[src/verilog/errs_cfg.svh]
`ifndef ERRS_CFG_SVH
`define ERRS_CFG_SVH
// Memory clock period and the quiet time before touching reset
`define ERRS_CLK_PERIOD_NS 10
`define ERRS_FMAX_MHZ 100
`define ERRS_STEADY_NS (1000 / `ERRS_FMAX_MHZ)
`define ERRS_STEADY_RAW ((`ERRS_STEADY_NS + `ERRS_CLK_PERIOD_NS - 1) / `ERRS_CLK_PERIOD_NS)
`define ERRS_STEADY_CYC (`ERRS_STEADY_RAW < 1 ? 1 : `ERRS_STEADY_RAW)
// Guard cycles with enables low around reset
`define ERRS_GUARD_CYC 1
// Cycles the reset pulse is held asserted
`define ERRS_HOLD_CYC 2
`define ERRS_CNT_W 4
`define ERRS_DEPTH 16
`define ERRS_AW 4
`define ERRS_DW 8
// Mode codes
`define ERRS_MODE_RAM 2'h0
`define ERRS_MODE_ROM 2'h1
`define ERRS_MODE_FIFO 2'h2
`endif

[src/verilog/errs_pkg.sv]
`default_nettype none
`include "errs_cfg.svh"
package errs_pkg;
    typedef enum logic [1:0] {
        ERRS_RAM  = `ERRS_MODE_RAM,
        ERRS_ROM  = `ERRS_MODE_ROM,
        ERRS_FIFO = `ERRS_MODE_FIFO
    } errs_mode_t;
    typedef enum logic [2:0] {
        ERRS_IDLE    = 3'h0,
        ERRS_QUIESCE = 3'h1,
        ERRS_ASSERT  = 3'h2,
        ERRS_RELEASE = 3'h3,
        ERRS_DONE    = 3'h4
    } errs_state_t;
endpackage
`default_nettype wire

[src/verilog/errs_if.sv]
`timescale 1ns/1ps
`default_nettype none
`include "errs_cfg.svh"
interface errs_if;
    import errs_pkg::*;
    logic                   clk_en;
    logic                   write_strobe;
    logic                   fetch_strobe;
    logic                   global_set_reset;
    logic                   fifo_reset;
    logic                   pointer_rewind;
    logic                   sync_reset;
    logic                   gsr_enable;
    logic [`ERRS_AW-1:0]    addr;
    logic [`ERRS_DW-1:0]    wdata;
    logic [`ERRS_DW-1:0]    rdata;
    logic                   full;
    logic                   empty;
    errs_mode_t             mode;
    modport ram (input clk_en, write_strobe, fetch_strobe, global_set_reset, fifo_reset,
                 pointer_rewind, sync_reset, gsr_enable, addr, wdata, mode,
                 output rdata, full, empty);
    modport user (output clk_en, write_strobe, fetch_strobe, global_set_reset, fifo_reset,
                  pointer_rewind, sync_reset, gsr_enable, addr, wdata, mode,
                  input rdata, full, empty);
endinterface
`default_nettype wire

[src/verilog/errs_seq.sv]
// Operation
// - Enables low one cycle before reset
// - Enables low two cycles after release
// - Global reset acts asynchronously
// - Steady clocks before reset if enabled
// - Release meets synchronous setup time
// - Preloaded memory: global reset off
// - FIFO: strobes alone move pointers and reads; word writes also need clk_en
// - Rewind gated by fetch, full by both
// - FIFO resets act asynchronously
// - Synchronous reset needs no sequencing
// - Same sequencing for RAM, ROM, FIFO
`timescale 1ns/1ps
`default_nettype none
`include "errs_cfg.svh"
module errs_seq (
    input  wire logic                mclk,
    input  wire logic                resetn,
    input  wire errs_pkg::errs_mode_t mode,
    input  wire logic                preloaded,
    input  wire logic                use_sync,
    input  wire logic                req_global,
    input  wire logic                req_full,
    input  wire logic                req_rewind,
    input  wire logic                keep_enabled,
    input  wire logic                user_en,
    input  wire logic                user_wr,
    input  wire logic                user_rd,
    input  wire logic [`ERRS_AW-1:0] user_addr,
    input  wire logic [`ERRS_DW-1:0] user_wdata,
    output logic [`ERRS_DW-1:0]      user_rdata,
    output logic                     user_full,
    output logic                     user_empty,
    output logic                     busy,
    output logic                     done,
    errs_if.user                     bus
);
    import errs_pkg::*;
    errs_state_t            state_q;
    logic [`ERRS_CNT_W-1:0] cnt_q;
    logic                   kind_g_q;
    logic                   kind_f_q;
    logic                   kind_r_q;
    logic                   keep_q;
    logic                   done_q;
    logic                   en_ok;
    logic                   strobe_ok;
    logic                   cnt_end;
    logic                   rst_on;
    logic                   start;
    // Phase lengths in clock cycles
    localparam logic [`ERRS_CNT_W-1:0] STEADY = `ERRS_CNT_W'(`ERRS_STEADY_CYC);
    localparam logic [`ERRS_CNT_W-1:0] GUARD  = `ERRS_CNT_W'(`ERRS_GUARD_CYC);
    localparam logic [`ERRS_CNT_W-1:0] HOLD   = `ERRS_CNT_W'(`ERRS_HOLD_CYC);

    // Requests raised while busy are dropped, not queued
    // synchronous reset bypasses sequencing
    assign start = (req_global | req_full | req_rewind) & ~use_sync;

    // Limitation: resetn mid-sequence drops reset and restores enables together
    always_ff @(posedge mclk) begin
        if (!resetn) begin
            state_q <= ERRS_IDLE;
        end else begin
            case (state_q)
                ERRS_IDLE: begin
                    if (start) begin
                        state_q <= ERRS_QUIESCE;
                    end
                end
                ERRS_QUIESCE: begin
                    if (cnt_end) begin
                        state_q <= ERRS_ASSERT;
                    end
                end
                ERRS_ASSERT: begin
                    if (cnt_end) begin
                        state_q <= ERRS_RELEASE;
                    end
                end
                ERRS_RELEASE: begin
                    if (cnt_end) begin
                        state_q <= ERRS_DONE;
                    end
                end
                ERRS_DONE: begin
                    state_q <= ERRS_IDLE;
                end
                default: begin
                    state_q <= ERRS_IDLE;
                end
            endcase
        end
    end

    // Phase length, reloaded as the quiesce and assert phases end
    assign cnt_end = (cnt_q <= `ERRS_CNT_W'(1));

    always_ff @(posedge mclk) begin
        if (!resetn) begin
            cnt_q <= '0;
        end else begin
            case (state_q)
                ERRS_IDLE: begin
                    if (start) begin
                        // wait steady clocks if enables kept
                        cnt_q <= keep_enabled ? STEADY : GUARD;
                    end
                end
                ERRS_QUIESCE: begin
                    cnt_q <= cnt_end ? HOLD : cnt_q - 1'b1;
                end
                ERRS_ASSERT: begin
                    // release two full periods before enables return (release phase, then done)
                    cnt_q <= cnt_end ? (keep_q ? STEADY : GUARD) : cnt_q - 1'b1;
                end
                ERRS_RELEASE: begin
                    if (!cnt_end) begin
                        cnt_q <= cnt_q - 1'b1;
                    end
                end
                default: begin
                    cnt_q <= '0;
                end
            endcase
        end
    end

    always_ff @(posedge mclk) begin
        if (!resetn) begin
            kind_g_q <= 1'b0;
            kind_f_q <= 1'b0;
            kind_r_q <= 1'b0;
            keep_q   <= 1'b0;
        end else if (state_q == ERRS_IDLE && start) begin
            kind_g_q <= req_global;
            kind_f_q <= req_full;
            kind_r_q <= req_rewind;
            keep_q   <= keep_enabled;
        end
    end

    always_ff @(posedge mclk) begin
        if (!resetn) begin
            done_q <= 1'b0;
        end else begin
            done_q <= (state_q == ERRS_DONE);
        end
    end

    // same gating whatever the mode
    // Keep path drops the strobes only while reset is on; enables stay low for the whole sequence
    always_comb begin
        en_ok     = 1'b0;
        strobe_ok = 1'b0;
        case (state_q)
            ERRS_IDLE: begin
                en_ok     = 1'b1;
                strobe_ok = 1'b1;
            end
            ERRS_QUIESCE, ERRS_RELEASE, ERRS_DONE: begin
                en_ok     = 1'b0;
                strobe_ok = keep_q;
            end
            ERRS_ASSERT: begin
                en_ok     = 1'b0;
                strobe_ok = 1'b0;
            end
            default: begin
                en_ok     = 1'b0;
                strobe_ok = 1'b0;
            end
        endcase
    end

    assign rst_on = (state_q == ERRS_ASSERT);
    assign busy   = (state_q != ERRS_IDLE);
    assign done   = done_q;

    // preloaded contents keep global reset disabled
    assign bus.gsr_enable       = ~preloaded;
    assign bus.global_set_reset = rst_on & kind_g_q & ~preloaded;
    assign bus.fifo_reset       = rst_on & kind_f_q;
    assign bus.pointer_rewind   = rst_on & kind_r_q;
    // Sync path: pointers and read data clear at the memory's next edge
    assign bus.sync_reset       = use_sync & (req_global | req_full | req_rewind);
    assign bus.mode             = mode;

    assign bus.clk_en           = user_en & en_ok;
    // strobes gated like enables in every mode, except while enables are kept
    // rewind vs fetch, full vs both
    assign bus.write_strobe     = user_wr & strobe_ok;
    assign bus.fetch_strobe     = user_rd & strobe_ok;

    assign bus.addr             = user_addr;
    assign bus.wdata            = user_wdata;

    assign user_rdata           = bus.rdata;
    assign user_full            = bus.full;
    assign user_empty           = bus.empty;
endmodule
`default_nettype wire

[src/flat_wrapper.sv]
// flat-port wrapper written by rule: the top's interface ports become plain ports
module errs_seq_flat import errs_pkg::*;
  (mclk, resetn, mode, preloaded, use_sync, req_global, req_full, req_rewind, keep_enabled, user_en, user_wr, user_rd, user_addr, user_wdata, user_rdata, user_full, user_empty, busy, done, bus_clk_en, bus_write_strobe, bus_fetch_strobe, bus_global_set_reset, bus_fifo_reset, bus_pointer_rewind, bus_sync_reset, bus_gsr_enable, bus_addr, bus_wdata, bus_mode, bus_rdata, bus_full, bus_empty);
  errs_if bus_i ();
  input  wire logic mclk;
  input  wire logic resetn;
  input  wire errs_pkg::errs_mode_t mode;
  input  wire logic preloaded;
  input  wire logic use_sync;
  input  wire logic req_global;
  input  wire logic req_full;
  input  wire logic req_rewind;
  input  wire logic keep_enabled;
  input  wire logic user_en;
  input  wire logic user_wr;
  input  wire logic user_rd;
  input  wire logic [`ERRS_AW-1:0] user_addr;
  input  wire logic [`ERRS_DW-1:0] user_wdata;
  output logic [`ERRS_DW-1:0] user_rdata;
  output logic user_full;
  output logic user_empty;
  output logic busy;
  output logic done;
  output wire logic [$bits(bus_i.clk_en)-1:0] bus_clk_en;
  output wire logic [$bits(bus_i.write_strobe)-1:0] bus_write_strobe;
  output wire logic [$bits(bus_i.fetch_strobe)-1:0] bus_fetch_strobe;
  output wire logic [$bits(bus_i.global_set_reset)-1:0] bus_global_set_reset;
  output wire logic [$bits(bus_i.fifo_reset)-1:0] bus_fifo_reset;
  output wire logic [$bits(bus_i.pointer_rewind)-1:0] bus_pointer_rewind;
  output wire logic [$bits(bus_i.sync_reset)-1:0] bus_sync_reset;
  output wire logic [$bits(bus_i.gsr_enable)-1:0] bus_gsr_enable;
  output wire logic [$bits(bus_i.addr)-1:0] bus_addr;
  output wire logic [$bits(bus_i.wdata)-1:0] bus_wdata;
  output wire logic [$bits(bus_i.mode)-1:0] bus_mode;
  input wire logic [$bits(bus_i.rdata)-1:0] bus_rdata;
  input wire logic [$bits(bus_i.full)-1:0] bus_full;
  input wire logic [$bits(bus_i.empty)-1:0] bus_empty;
  assign bus_clk_en = bus_i.clk_en;
  assign bus_write_strobe = bus_i.write_strobe;
  assign bus_fetch_strobe = bus_i.fetch_strobe;
  assign bus_global_set_reset = bus_i.global_set_reset;
  assign bus_fifo_reset = bus_i.fifo_reset;
  assign bus_pointer_rewind = bus_i.pointer_rewind;
  assign bus_sync_reset = bus_i.sync_reset;
  assign bus_gsr_enable = bus_i.gsr_enable;
  assign bus_addr = bus_i.addr;
  assign bus_wdata = bus_i.wdata;
  assign bus_mode = bus_i.mode;
  assign bus_i.rdata = bus_rdata;
  assign bus_i.full = bus_full;
  assign bus_i.empty = bus_empty;
  errs_seq u_core (.mclk(mclk), .resetn(resetn), .mode(mode), .preloaded(preloaded), .use_sync(use_sync), .req_global(req_global), .req_full(req_full), .req_rewind(req_rewind), .keep_enabled(keep_enabled), .user_en(user_en), .user_wr(user_wr), .user_rd(user_rd), .user_addr(user_addr), .user_wdata(user_wdata), .user_rdata(user_rdata), .user_full(user_full), .user_empty(user_empty), .busy(busy), .done(done), .bus(bus_i));
endmodule
[config.mk]
export PLATFORM = sky130hd
export DESIGN_NAME = errs_seq_flat
export DESIGN_NICKNAME = d
export VERILOG_FILES = /design/src/verilog/errs_pkg.sv /design/src/verilog/errs_if.sv /design/src/verilog/errs_seq.sv /design/src/flat_wrapper.sv
export VERILOG_INCLUDE_DIRS = /design/src /design/src/verilog
export SDC_FILE = /design/constraint.sdc
export NUM_CORES = 1
export LEC_CHECK = 0
export BUFFER_PORTS_ARGS = -buffer_cell sky130_fd_sc_hd__buf_4
export CORE_ASPECT_RATIO = 1.1
export CORE_MARGIN = 2
export CORE_UTILIZATION = 36
export CTS_BUF_LIST = sky130_fd_sc_hd__clkbuf_2 sky130_fd_sc_hd__clkbuf_4 sky130_fd_sc_hd__clkbuf_8
export CTS_CLUSTER_SIZE = 14
export DETAILED_ROUTE_END_ITERATION = 12
export GPL_TIMING_DRIVEN = 0
export PLACE_DENSITY = 0.8
export SYNTH_ARGS = -nofsm -noshare
export SYNTH_HDL_FRONTEND = slang
export SYNTH_SLANG_ARGS = --single-unit
[constraint.sdc]
create_clock -name mclk -period 1.35 [get_ports mclk]
set_input_delay 0.2025 -clock mclk [delete_from_list [all_inputs] [get_ports mclk]]
set_output_delay 0.2025 -clock mclk [all_outputs]
set_load 0.1 [all_outputs]
==> results of run 1 <==
## worst max-delay path by stage
stage                                   end  slack, ns              start
after floorplan                  bus_clk_en      -0.33  u_core.state_q[1]
after global placement    u_core.state_q[1]      -0.12    u_core.cnt_q[0]
after detailed placement    u_core.cnt_q[0]      -0.16    u_core.cnt_q[0]
after CTS                        bus_clk_en      -0.22  u_core.state_q[0]
after global routing       bus_write_strobe      -0.27      u_core.keep_q
final                      bus_write_strobe      -0.22  u_core.state_q[0]
## timing repair
item                       4_1_cts  5_1_grt
buffers inserted                10        3
hold buffers                     0        0
gates resized for setup         30       15
pin swaps                       12        6
setup endpoints to repair       16       19
## metal layers
layer | routed length, µm | vias up | GRT usage
met5 | 0 | - | 0
met4 | 52 | 0 | 0.102
met3 | 185 | 7 | 0.0410
met2 | 1590 | 54 | 0.353
met1 | 1050 | 444 | 0.202
li1 | - | 450 | -
## layout by cell type (no fill, tap or decap), types with 3 or more instances in the layout
cell	count
buf_4	72
dfxtp_1	7
nand2_1	6
buf_12	6
o21ai_1	5
dfxtp_4	4
or3_4	3
nor2_4	3
nor2_1	3
nand3_2	3
clkbuf_4	3
## per-stage QoR
stage	TNS, ns	setup slack (ns)	utilization	power [mW]
after floorplan	-1.37	-0.330	-	2.18
after global placement	-0.863	-0.122	0.580	2.48
after detailed placement	-1.29	-0.158	0.580	2.52
after CTS	-1.42	-0.224	0.671	3.23
after global routing	-2.45	-0.271	0.713	3.65
final	-1.70	-0.225	0.713	3.50
## kinds of logic after synthesis
group / Yosys count / share of synthesized area
buf+inv: 32 / 0.265
fa+ha+maj: 2 / 0.0301
xor+xnor: 1 / 0.0105
simple gates: 38 / 0.271
compound gates: 18 / 0.135
flops: 12 / 0.289
## critical path, delay by kind of cell, from the launching register on
kind,cells,cell delay (ns)
compound gates,2,0.38
buf+inv,1,0.16
flops,1,0.41
simple gates,2,0.13
## cell type report
| cell class | count | area [µm²] |
|---|---|---|
| clock buffers | 4 | 36.3 |
| multi-input cells | 59 | 546 |
| plain buffers | 25 | 185 |
| fillers | 166 | 641 |
| repair buffers | 56 | 503 |
| inverters | 5 | 25.0 |
| flip-flops and latches | 12 | 256 |
| well taps | 30 | 37.5 |
## sequential cells by signal, summed over array words and instances (netlist names)
name	count
u_core.state_q	3
u_core.keep_q	1
u_core.done	1
u_core.cnt_q	4
u_core.kind_g_q	1
u_core.kind_r_q	1
u_core.kind_f_q	1
## power by group through the flow
stage,combinational [mW],clock [mW],sequential (mW)
2_1_floorplan,1.66,0,0.520
3_3_place_gp,1.96,0,0.524
3_5_place_dp,1.99,0,0.530
4_1_cts,2.35,0.304,0.582
5_1_grt,2.70,0.327,0.622
6_report,2.60,0.294,0.611
==> summary.md, run 1 <==
| Metric | Value |
|---|---|
| Count leader, synth | `buf_4` |
| Initial core utilization | `0.373` |
| Clk Latency, worst-skew pair | `0.28 ns` |
| R2r worst-path depth | `6` |
| Hold slack | `0.175 ns` |
| Max Buffers Root-to-Sink | `2` |
| Vias in the first global route | `approximately 900` |
| Largest net degree at the start of global routing | `11` |
| DRT iter0 DRCs | `6` |
| Failing checks | `negative setup slack` |
| R2r startpoint | `u_core.state_q[0]` |
| Main flop type after synthesis | `dfxtp_1` |
| Share of async-settable or async-resettable flops after synthesis | `0` |
| Crit path largest cell delay | `0.41 ns` |
| Share of cells above drive strength 1 | `0.758` |
| Number of synthesized flops with an enable pin | `0` |
| Sw frac | `0.532` |
| Antenna viol nets, final | `0` |
| Clk slew on worst S/H paths | `about 0.080 ns` |
| CTS tree | `done` |
| Clock skew after layout | `about 0.0035 ns` |
| # diodes | `0` |
| # IOs | `69` |
| Global-route wire length before repair | `~3700 µm` |
| Mean post-synth cell area | `8.08 µm²` |
| GRT Util Overall | `0.189` |
| Worst Path Max Fanout | `5` |
| Slew headroom | `0.705` |
| Leakage | `around 0.74 nW` |
| R2R Path End | `u_core.kind_g_q` |
| Final Net Count | `a little under 200` |
| Worst path slowest cell | `dfxtp_4` |
| Final Worst Setup Slack | `-0.225 ns` |
| Fin. max-slew vios | `0` |
| Die W | `~50 µm` |
| Worst-path cell chain | `nor2_4 > a21oi_4 > a2bb2oi_4 > nor2b_4 > buf_12` |
| Total Die Area | `about 2700 µm²` |
| Unrepaired setup endpoints after global routing | `true` |
| CP required | `between 1 and 1.5 ns` |
| WHS Endpoint | `u_core.keep_q` |
| Slew @ Worst Pin | `approximately 0.44 ns` |
| Status | `complete, but fails checks` |
| Gate Count Post-Synth | `around 100` |
| Max Cap Violations | `0` |
| Leading cell types by count after synthesis | `buf_4 (24), dfxtp_1 (12), nand2_1 (6), nor2_1 (6)` |
| Pint | `around 1.6 mW` |
| DRC Markers | `0` |
| 1st-pass router iterations | `4` |
| Design Area, Final | `1590 µm²` |
| Layout Cells excl Fill | `191` |
| Synth warn | `0` |
| Die height | `54.4 µm` |
| # rows | `18` |
| Worst setup EP type | `primary output` |
| Final hold vios | `0` |
| Clock Tree Root | `clkbuf_4` |
| Worst Setup Path Type | `reg2out` |
| Wire per inst | `approximately 15 µm` |
| WHS Path Cells | `3` |
| Final period utilization | `1.17` |
| Switching Power | `~1.9 mW` |
| Flop2flop setup slack | `-0.15 ns` |
| Register area share after synthesis | `0.289` |
| GPL Wtd Cong | `around 0.88` |
| Via count | `955` |
| Area leader, netlist | `dfxtp_1` |
| Synthesized flop and latch total | `12` |
| Comb power frac | `0.741` |
| Placement-stage cell area | `~1300 µm²` |
| F_max | `between 0.6 and 0.7 GHz` |
| Core box area | `between 2000 and 2500 µm²` |
| Vias per cell | `~5.0` |
| Area Growth Syn to Fin | `91.0%` |
| Top post-synthesis cells by area | `dfxtp_1 (29%), buf_4 (22%), and3_1 (3.0%), ha_1 (3.0%), nand3_1 (3.0%)` |
| Net Count, Synth | `140` |
| Synth unique cells | `32` |
| Worst hold start | `keep_enabled` |
| Area share of the largest cell type after synthesis | `0.289` |
| Htree depth | `1` |
| I/O Buffers | `44` |
| Synth Cell Area | `approximately 830 µm²` |
| Clock power share | `0.084` |
| Setup crit start kind | `flop` |
| # clock sinks | `12` |
| Dpl cells | `about 180` |
| Gr ovfl total | `0` |
| Peak VDD IR | `~1.3 mV` |
| CTS Buf Count | `3` |
| Final Critical Period | `approximately 1.6 ns` |
| Path category of the worst min-delay check | `in2reg` |
| Final WL | `about 2900 µm` |
| Worst EP arrival | `1.37 ns` |
| Initial antenna violation count | `0` |
| DPL Wire Length | `about 1700 µm` |
| Sequential Power Share | `0.175` |
| PD cells | `approximately 2200 nW/µm²` |
| Final setup viols | `14` |
Note: power is estimated with default switching activity, not from simulation.
==> run 2, diff against run 1 <==
--- a/config.mk
+++ b/config.mk
@@ -9,12 +9,12 @@
 export BUFFER_PORTS_ARGS = -buffer_cell sky130_fd_sc_hd__buf_4
 export CORE_ASPECT_RATIO = 1.1
 export CORE_MARGIN = 2
-export CORE_UTILIZATION = 36
-export CTS_BUF_LIST = sky130_fd_sc_hd__clkbuf_2 sky130_fd_sc_hd__clkbuf_4 sky130_fd_sc_hd__clkbuf_8
+export CORE_UTILIZATION = 34
 export CTS_CLUSTER_SIZE = 14
 export DETAILED_ROUTE_END_ITERATION = 12
 export GPL_TIMING_DRIVEN = 0
-export PLACE_DENSITY = 0.8
+export PLACE_DENSITY = 0.76
+export REMOVE_ABC_BUFFERS = 1
 export SYNTH_ARGS = -nofsm -noshare
 export SYNTH_HDL_FRONTEND = slang
 export SYNTH_SLANG_ARGS = --single-unit
==> run 2 against run 1 <==
The run still ends with negative setup slack left. Hold slack got worse by 0.018 ns. Sequential cell count did not move. Largest power group unchanged. Critical endpoint is now bus_clk_en. Final area fell by 28%.
==> summary.md, run 2 (synthesis results as in run 1) <==
| Metric | Value |
|---|---|
| Fill cell count | `210` |
| Die height | `55.9 µm` |
| F_max | `between 0.6 and 0.7 GHz` |
| Register Area | `between 200 and 300 µm²` |
| Share of cells above drive strength 1 | `0.560` |
| Clk Latency, worst-skew pair | `0.26 ns` |
| Die W | `51.2 µm` |
| CP required | `approximately 1.2 ns` |
| Area Growth Syn to Fin | `37.3%` |
| DRT iter0 DRCs | `23` |
| 1st-pass router iterations | `2` |
| Clock Tree Root | `clkbuf_4` |
| Final period utilization | `1.17` |
| Path category of the worst min-delay check | `in2reg` |
| Slew headroom | `0.734` |
| Largest net degree at the start of global routing | `12` |
| Antenna viol nets, final | `0` |
| DRC Markers | `0` |
| Worst setup EP type | `primary output` |
| GRT Util Overall | `0.174` |
| Unrepaired setup endpoints after global routing | `true` |
| WHS Endpoint | `u_core.keep_q` |
| Status | `complete, but fails checks` |
| Worst Path Max Fanout | `8` |
| Slew @ Worst Pin | `0.399 ns` |
| Via count | `745` |
| Multi-input gate area | `about 500 µm²` |
| Final Worst Setup Slack | `-0.234 ns` |
| Max Cap Violations | `0` |
| Total Die Area | `~2900 µm²` |
| Initial core utilization | `0.366` |
| R2r startpoint | `u_core.cnt_q[0]` |
| R2R Path End | `u_core.state_q[1]` |
| Most frequent cells in the layout | `buf_4 (21), dfxtp_1 (7), nand2_1 (6), o21ai_1 (6), buf_12 (5)` |
| WHS Path Cells | `3` |
| Vias per cell | `5.36` |
| Global-route wire length before repair | `roughly 3600 µm` |
| Largest register FFs | `4` |
| CTS Buf Count | `3` |
| Vias in the first global route | `721` |
| Max Buffers Root-to-Sink | `2` |
| Final setup viols | `14` |
| # IOs | `69` |
| Clk slew on worst S/H paths | `approximately 0.070 ns` |
| Total Power | `between 2 and 3 mW` |
| # diodes | `0` |
| Final Critical Period | `roughly 1.6 ns` |
| Failing checks | `negative setup slack` |
| # clock sinks | `12` |
| Flop2flop setup slack | `-0.13 ns` |
| Fin. max-slew vios | `0` |
| Final hold vios | `0` |
| Peak VDD IR | `1.75 mV` |
| R2r worst-path depth | `6` |
| Regs by FF count | `u_core.cnt_q (4), u_core.state_q (3)` |
| Worst EP arrival | `approximately 1.4 ns` |
| Worst hold start | `keep_enabled` |
| Gr ovfl total | `0` |
| Leakage | `0.469 nW` |
| Initial antenna violation count | `0` |
| Worst Setup Path Type | `reg2out` |
| Fin util | `0.502` |
| # rows | `18` |
| Setup TNS | `-1.05 ns` |
| Commonest non-fill, non-tap cell in the layout | `buf_4` |
| Core box area | `between 2000 and 2500 µm²` |
| Largest reg by FF count | `u_core.cnt_q` |
| CTS tree | `done` |
| Post-CTS Hold Buffers | `0` |
| Setup crit start kind | `flop` |
| Final Net Count | `~150` |
| Wire per inst | `roughly 18 µm` |
| Final WL | `between 2000 and 2500 µm` |
| I/O Buffers | `20` |
| Clock skew after layout | `0.00571 ns` |
| DPL Wire Length | `1640 µm` |
| Htree depth | `1` |
| GPL Wtd Cong | `between 0.8 and 0.9` |
| PD cells | `2440 nW/µm²` |
==> run 2: cell count changes in the layout (fill, tap and decap cells not counted), moves of 2 or more <==
cell	delta
and3_2	-2
buf_4	-51
buf_6	+2
nand3_1	+2
nand3_2	-2
nor2b_1	+3
nor2b_4	-2
==> run 2: worst max path at each step <==
stage                           start                to  slack [ns]  cells after the start
global route        u_core.state_q[1]  bus_fetch_strobe       -0.27                      5
CTS                 u_core.state_q[1]  bus_write_strobe       -0.21                      5
floorplan           u_core.state_q[0]        bus_clk_en       -1.06                      2
finish              u_core.state_q[0]        bus_clk_en       -0.23                      3
global placement    u_core.state_q[0]  bus_write_strobe       -0.19                      5
detailed placement    u_core.cnt_q[0]   u_core.cnt_q[0]       -0.22                      6
==> run 2: metrics by stage <==
step | instance area [µm²] | instances | hold slack (ns) | worst slack, ns
2_1_floorplan | 631 | 76 | 0.340 | -1.06
3_3_place_gp | 818 | 126 | 0.406 | -0.190
3_5_place_dp | 818 | 126 | 0.406 | -0.217
4_1_cts | 1060 | 137 | 0.155 | -0.209
5_1_grt | 1140 | 139 | 0.159 | -0.267
6_report | 1140 | 139 | 0.157 | -0.234
==> run 2: area by class of cell <==
cell class	count	share of cell area
well taps	30	0.0329
repair buffers	30	0.265
multi-input cells	59	0.437
flip-flops and latches	12	0.225
clock buffers	3	0.0197
inverters	5	0.0208
==> run 2: worst max-delay path, stage by stage (launching register included) <==
cell and delay [ns]:
dfxtp_4 0.38, or3_4 0.43, nor2_4 0.12, buf_12 0.18
==> run 2: power by group <==
group | leakage (nW) | internal [mW] | switching [mW] | total (mW)
Combinational | 0.354 | 0.825 | 1.14 | 1.97
Sequential | 0.101 | 0.471 | 0.143 | 0.613
Clock | 0.0138 | 0.103 | 0.106 | 0.209
Total | 0.469 | 1.40 | 1.39 | 2.79
==> run 2: repair_timing <==
| item | in CTS | in global routing |
|---|---|---|
| setup endpoints to repair | 17 | 18 |
| setup buffers | 8 | 2 |
| gates resized for setup | 44 | 14 |
| pin swaps | 6 | 5 |
==> run 2: per-layer routing <==
| layer | track usage | part of all wire | routed length (µm) | vias to the layer above |
|---|---|---|---|---|
| met1 | 0.203 | 0.39 | 964 | 353 |
| met5 | 0.0208 | 0 | 0 | - |
| met2 | 0.236 | 0.47 | 1140 | 39 |
| met4 | 0.0579 | 0.0057 | 14 | 0 |
| met3 | 0.137 | 0.13 | 330 | 2 |
| li1 | - | - | - | 351 |
==> run 3, diff against run 2 <==
--- a/config.mk
+++ b/config.mk
@@ -9,11 +9,11 @@
 export BUFFER_PORTS_ARGS = -buffer_cell sky130_fd_sc_hd__buf_4
 export CORE_ASPECT_RATIO = 1.1
 export CORE_MARGIN = 2
-export CORE_UTILIZATION = 34
+export CORE_UTILIZATION = 38
 export CTS_CLUSTER_SIZE = 14
 export DETAILED_ROUTE_END_ITERATION = 12
 export GPL_TIMING_DRIVEN = 0
-export PLACE_DENSITY = 0.76
+export PLACE_DENSITY = 0.8
 export REMOVE_ABC_BUFFERS = 1
 export SYNTH_ARGS = -nofsm -noshare
 export SYNTH_HDL_FRONTEND = slang
==> constraint.sdc (replaced) <==
create_clock -name mclk -period 1.7 [get_ports mclk]
set_input_delay 0.255 -clock mclk [delete_from_list [all_inputs] [get_ports mclk]]
set_output_delay 0.255 -clock mclk [all_outputs]
set_load 0.1 [all_outputs]
==> run 3 against run 2 <==
The run now ends clean. Final area shrank 22%. Critical endpoint unchanged. Clock power up 11%. Critical path type unchanged. Largest cell class unchanged. First-iteration DRC count down 30%. Count of clock-buffer cells in the layout rose by 1.
==> summary.md, run 3 (synthesis results as in run 1) <==
| Metric | Value |
|---|---|
| Largest reg by FF count | `u_core.cnt_q` |
| Total Power | `~1.8 mW` |
| Peak VDD IR | `between 0.7 and 0.8 mV` |
| Gr ovfl total | `0` |
| Clock Tree Root | `clkbuf_4` |
| Fill cell count | `231` |
| Layout Cells excl Fill | `between 100 and 150` |
| PD cells | `2010 nW/µm²` |
| Worst Path Max Fanout | `7` |
| Worst setup EP type | `primary output` |
| Slew @ Worst Pin | `approximately 0.46 ns` |
| Initial core utilization | `0.407` |
| Path category of the worst min-delay check | `in2reg` |
| Largest net degree at the start of global routing | `12` |
| Clk slew on worst S/H paths | `around 0.07 ns` |
| GRT Util Overall | `0.183` |
| Worst Setup Path Type | `reg2out` |
| Final setup viols | `0` |
| Slew headroom | `0.694` |
| Final period utilization | `0.970` |
| Clock skew after layout | `0.00839 ns` |
| Worst-path cell chain | `or3_4 > nor2_2 > buf_6` |
| Crit path largest cell delay | `around 0.42 ns` |
| Max Buffers Root-to-Sink | `2` |
| Final WL | `about 2200 µm` |
| Total Die Area | `2580 µm²` |
| Core box area | `2040 µm²` |
| Worst path slowest cell | `or3_4` |
| CTS Buf Count | `3` |
| Largest register FFs | `4` |
| WHS Path Cells | `3` |
| CTS tree | `done` |
| Via count | `687` |
| Die height | `about 53 µm` |
| Share of cells above drive strength 1 | `0.337` |
| Post-CTS Hold Buffers | `0` |
| Die W | `about 50 µm` |
| Vias in the first global route | `between 600 and 700` |
| Worst path bufs/invs | `1` |
| Initial antenna violation count | `0` |
| Leakage | `slightly below 0.4 nW` |
| Crit path max-delay family | `simple AND/OR/NAND/NOR gates` |
| Critical path depth | `3` |
| Worst EP arrival | `1.39 ns` |
| I/O Buffers | `20` |
| Fin. max-slew vios | `0` |
| # rows | `17` |
| Antenna viol nets, final | `0` |
| Vias per cell | `5.33` |
| CP required | `1.44 ns` |
| Commonest non-fill, non-tap cell in the layout | `buf_4` |
| # diodes | `0` |
| 1st-pass router iterations | `4` |
| Final hold vios | `0` |
| Most frequent cells in the layout | `buf_4 (18), dfxtp_1 (9), nand2_1 (6)` |
| Status | `finished, final reports clean` |
| Setup crit start kind | `flop` |
| Wire per inst | `around 17 µm` |
| Max Cap Violations | `0` |
| Clk Latency, worst-skew pair | `~0.28 ns` |
| Final Net Count | `about 140` |
| Global-route wire length before repair | `approximately 3400 µm` |
| R2r worst-path depth | `6` |
| DRT iter0 DRCs | `16` |
| Htree depth | `1` |
| DPL Wire Length | `approximately 1800 µm` |
| F_max | `approximately 0.61 GHz` |
| Dpl cells | `124` |
| Regs by FF count | `u_core.cnt_q (4), u_core.state_q (3)` |
| Final Critical Period | `approximately 1.6 ns` |
| # IOs | `69` |
| # clock sinks | `12` |
| Area Growth Syn to Fin | `7.37%` |
| GPL Wtd Cong | `0.828` |
| DRC Markers | `0` |
-- run 3: metal layers --
layer / part of all wire / global-route usage / vias to the layer above
li1: - / - / 325
met1: 0.41 / 0.208 / 309
met2: 0.41 / 0.242 / 49
met3: 0.17 / 0.186 / 4
met4: 0.0093 / 0.0143 / 0
met5: 0 / 0.0238 / -
-- run 3: final timing paths --
| path | start | to | slack (ns) |
|---|---|---|---|
| setup reg to reg | u_core.cnt_q[0] | u_core.state_q[1] | 0.11 |
| hold / removal | keep_enabled | u_core.keep_q | 0.20 |
| setup / recovery | u_core.state_q[2] | bus_clk_en | 0.05 |
| hold reg to reg | u_core.kind_g_q | u_core.kind_g_q | 0.45 |
-- run 3: through the flow --
step                worst slack [ns]   util  TNS (ns)  instance area, µm²  hold slack (ns)
detailed placement            0.0624  0.400         0                 816            0.445
finish                        0.0516  0.438         0                 893            0.204
floorplan                     -0.760      -     -2.75                 631            0.392
global route                -0.00132  0.438  -0.00132                 893            0.218
global placement               0.106  0.400         0                 816            0.432
CTS                           0.0226  0.431         0                 880            0.202
-- run 3: repair_timing --
| item | CTS | global route |
|---|---|---|
| pin swaps | 1 | 0 |
| gates resized for setup | 7 | 4 |
| setup buffers | 1 | 0 |
| endpoints found under the setup margin | 3 | 7 |
-- run 3: cell type report --
type | count | area (µm²) | area share
sequential | 12 | 249 | 0.279
tap | 28 | 35.0 | 0.0392
timing repair buffer | 21 | 169 | 0.189
clock buffer | 4 | 36.3 | 0.0406
inverter | 5 | 18.8 | 0.0210
multi-input combinational | 59 | 385 | 0.431
-- run 3: worst reg2reg max path, stage by stage, from the launching register on --
cell	delay, ns
dfxtp_1	0.34
inv_1	0.08
ha_1	0.20
nor2_1	0.10
or4b_1	0.55
xor2_1	0.17
nor2_1	0.09
-- run 3: power by group --
| part | internal [mW] | switching, mW |
|---|---|---|
| logic | 0.342 | 0.761 |
| clock network | 0.130 | 0.102 |
| registers | 0.367 | 0.0970 |
| total | 0.839 | 0.960 |
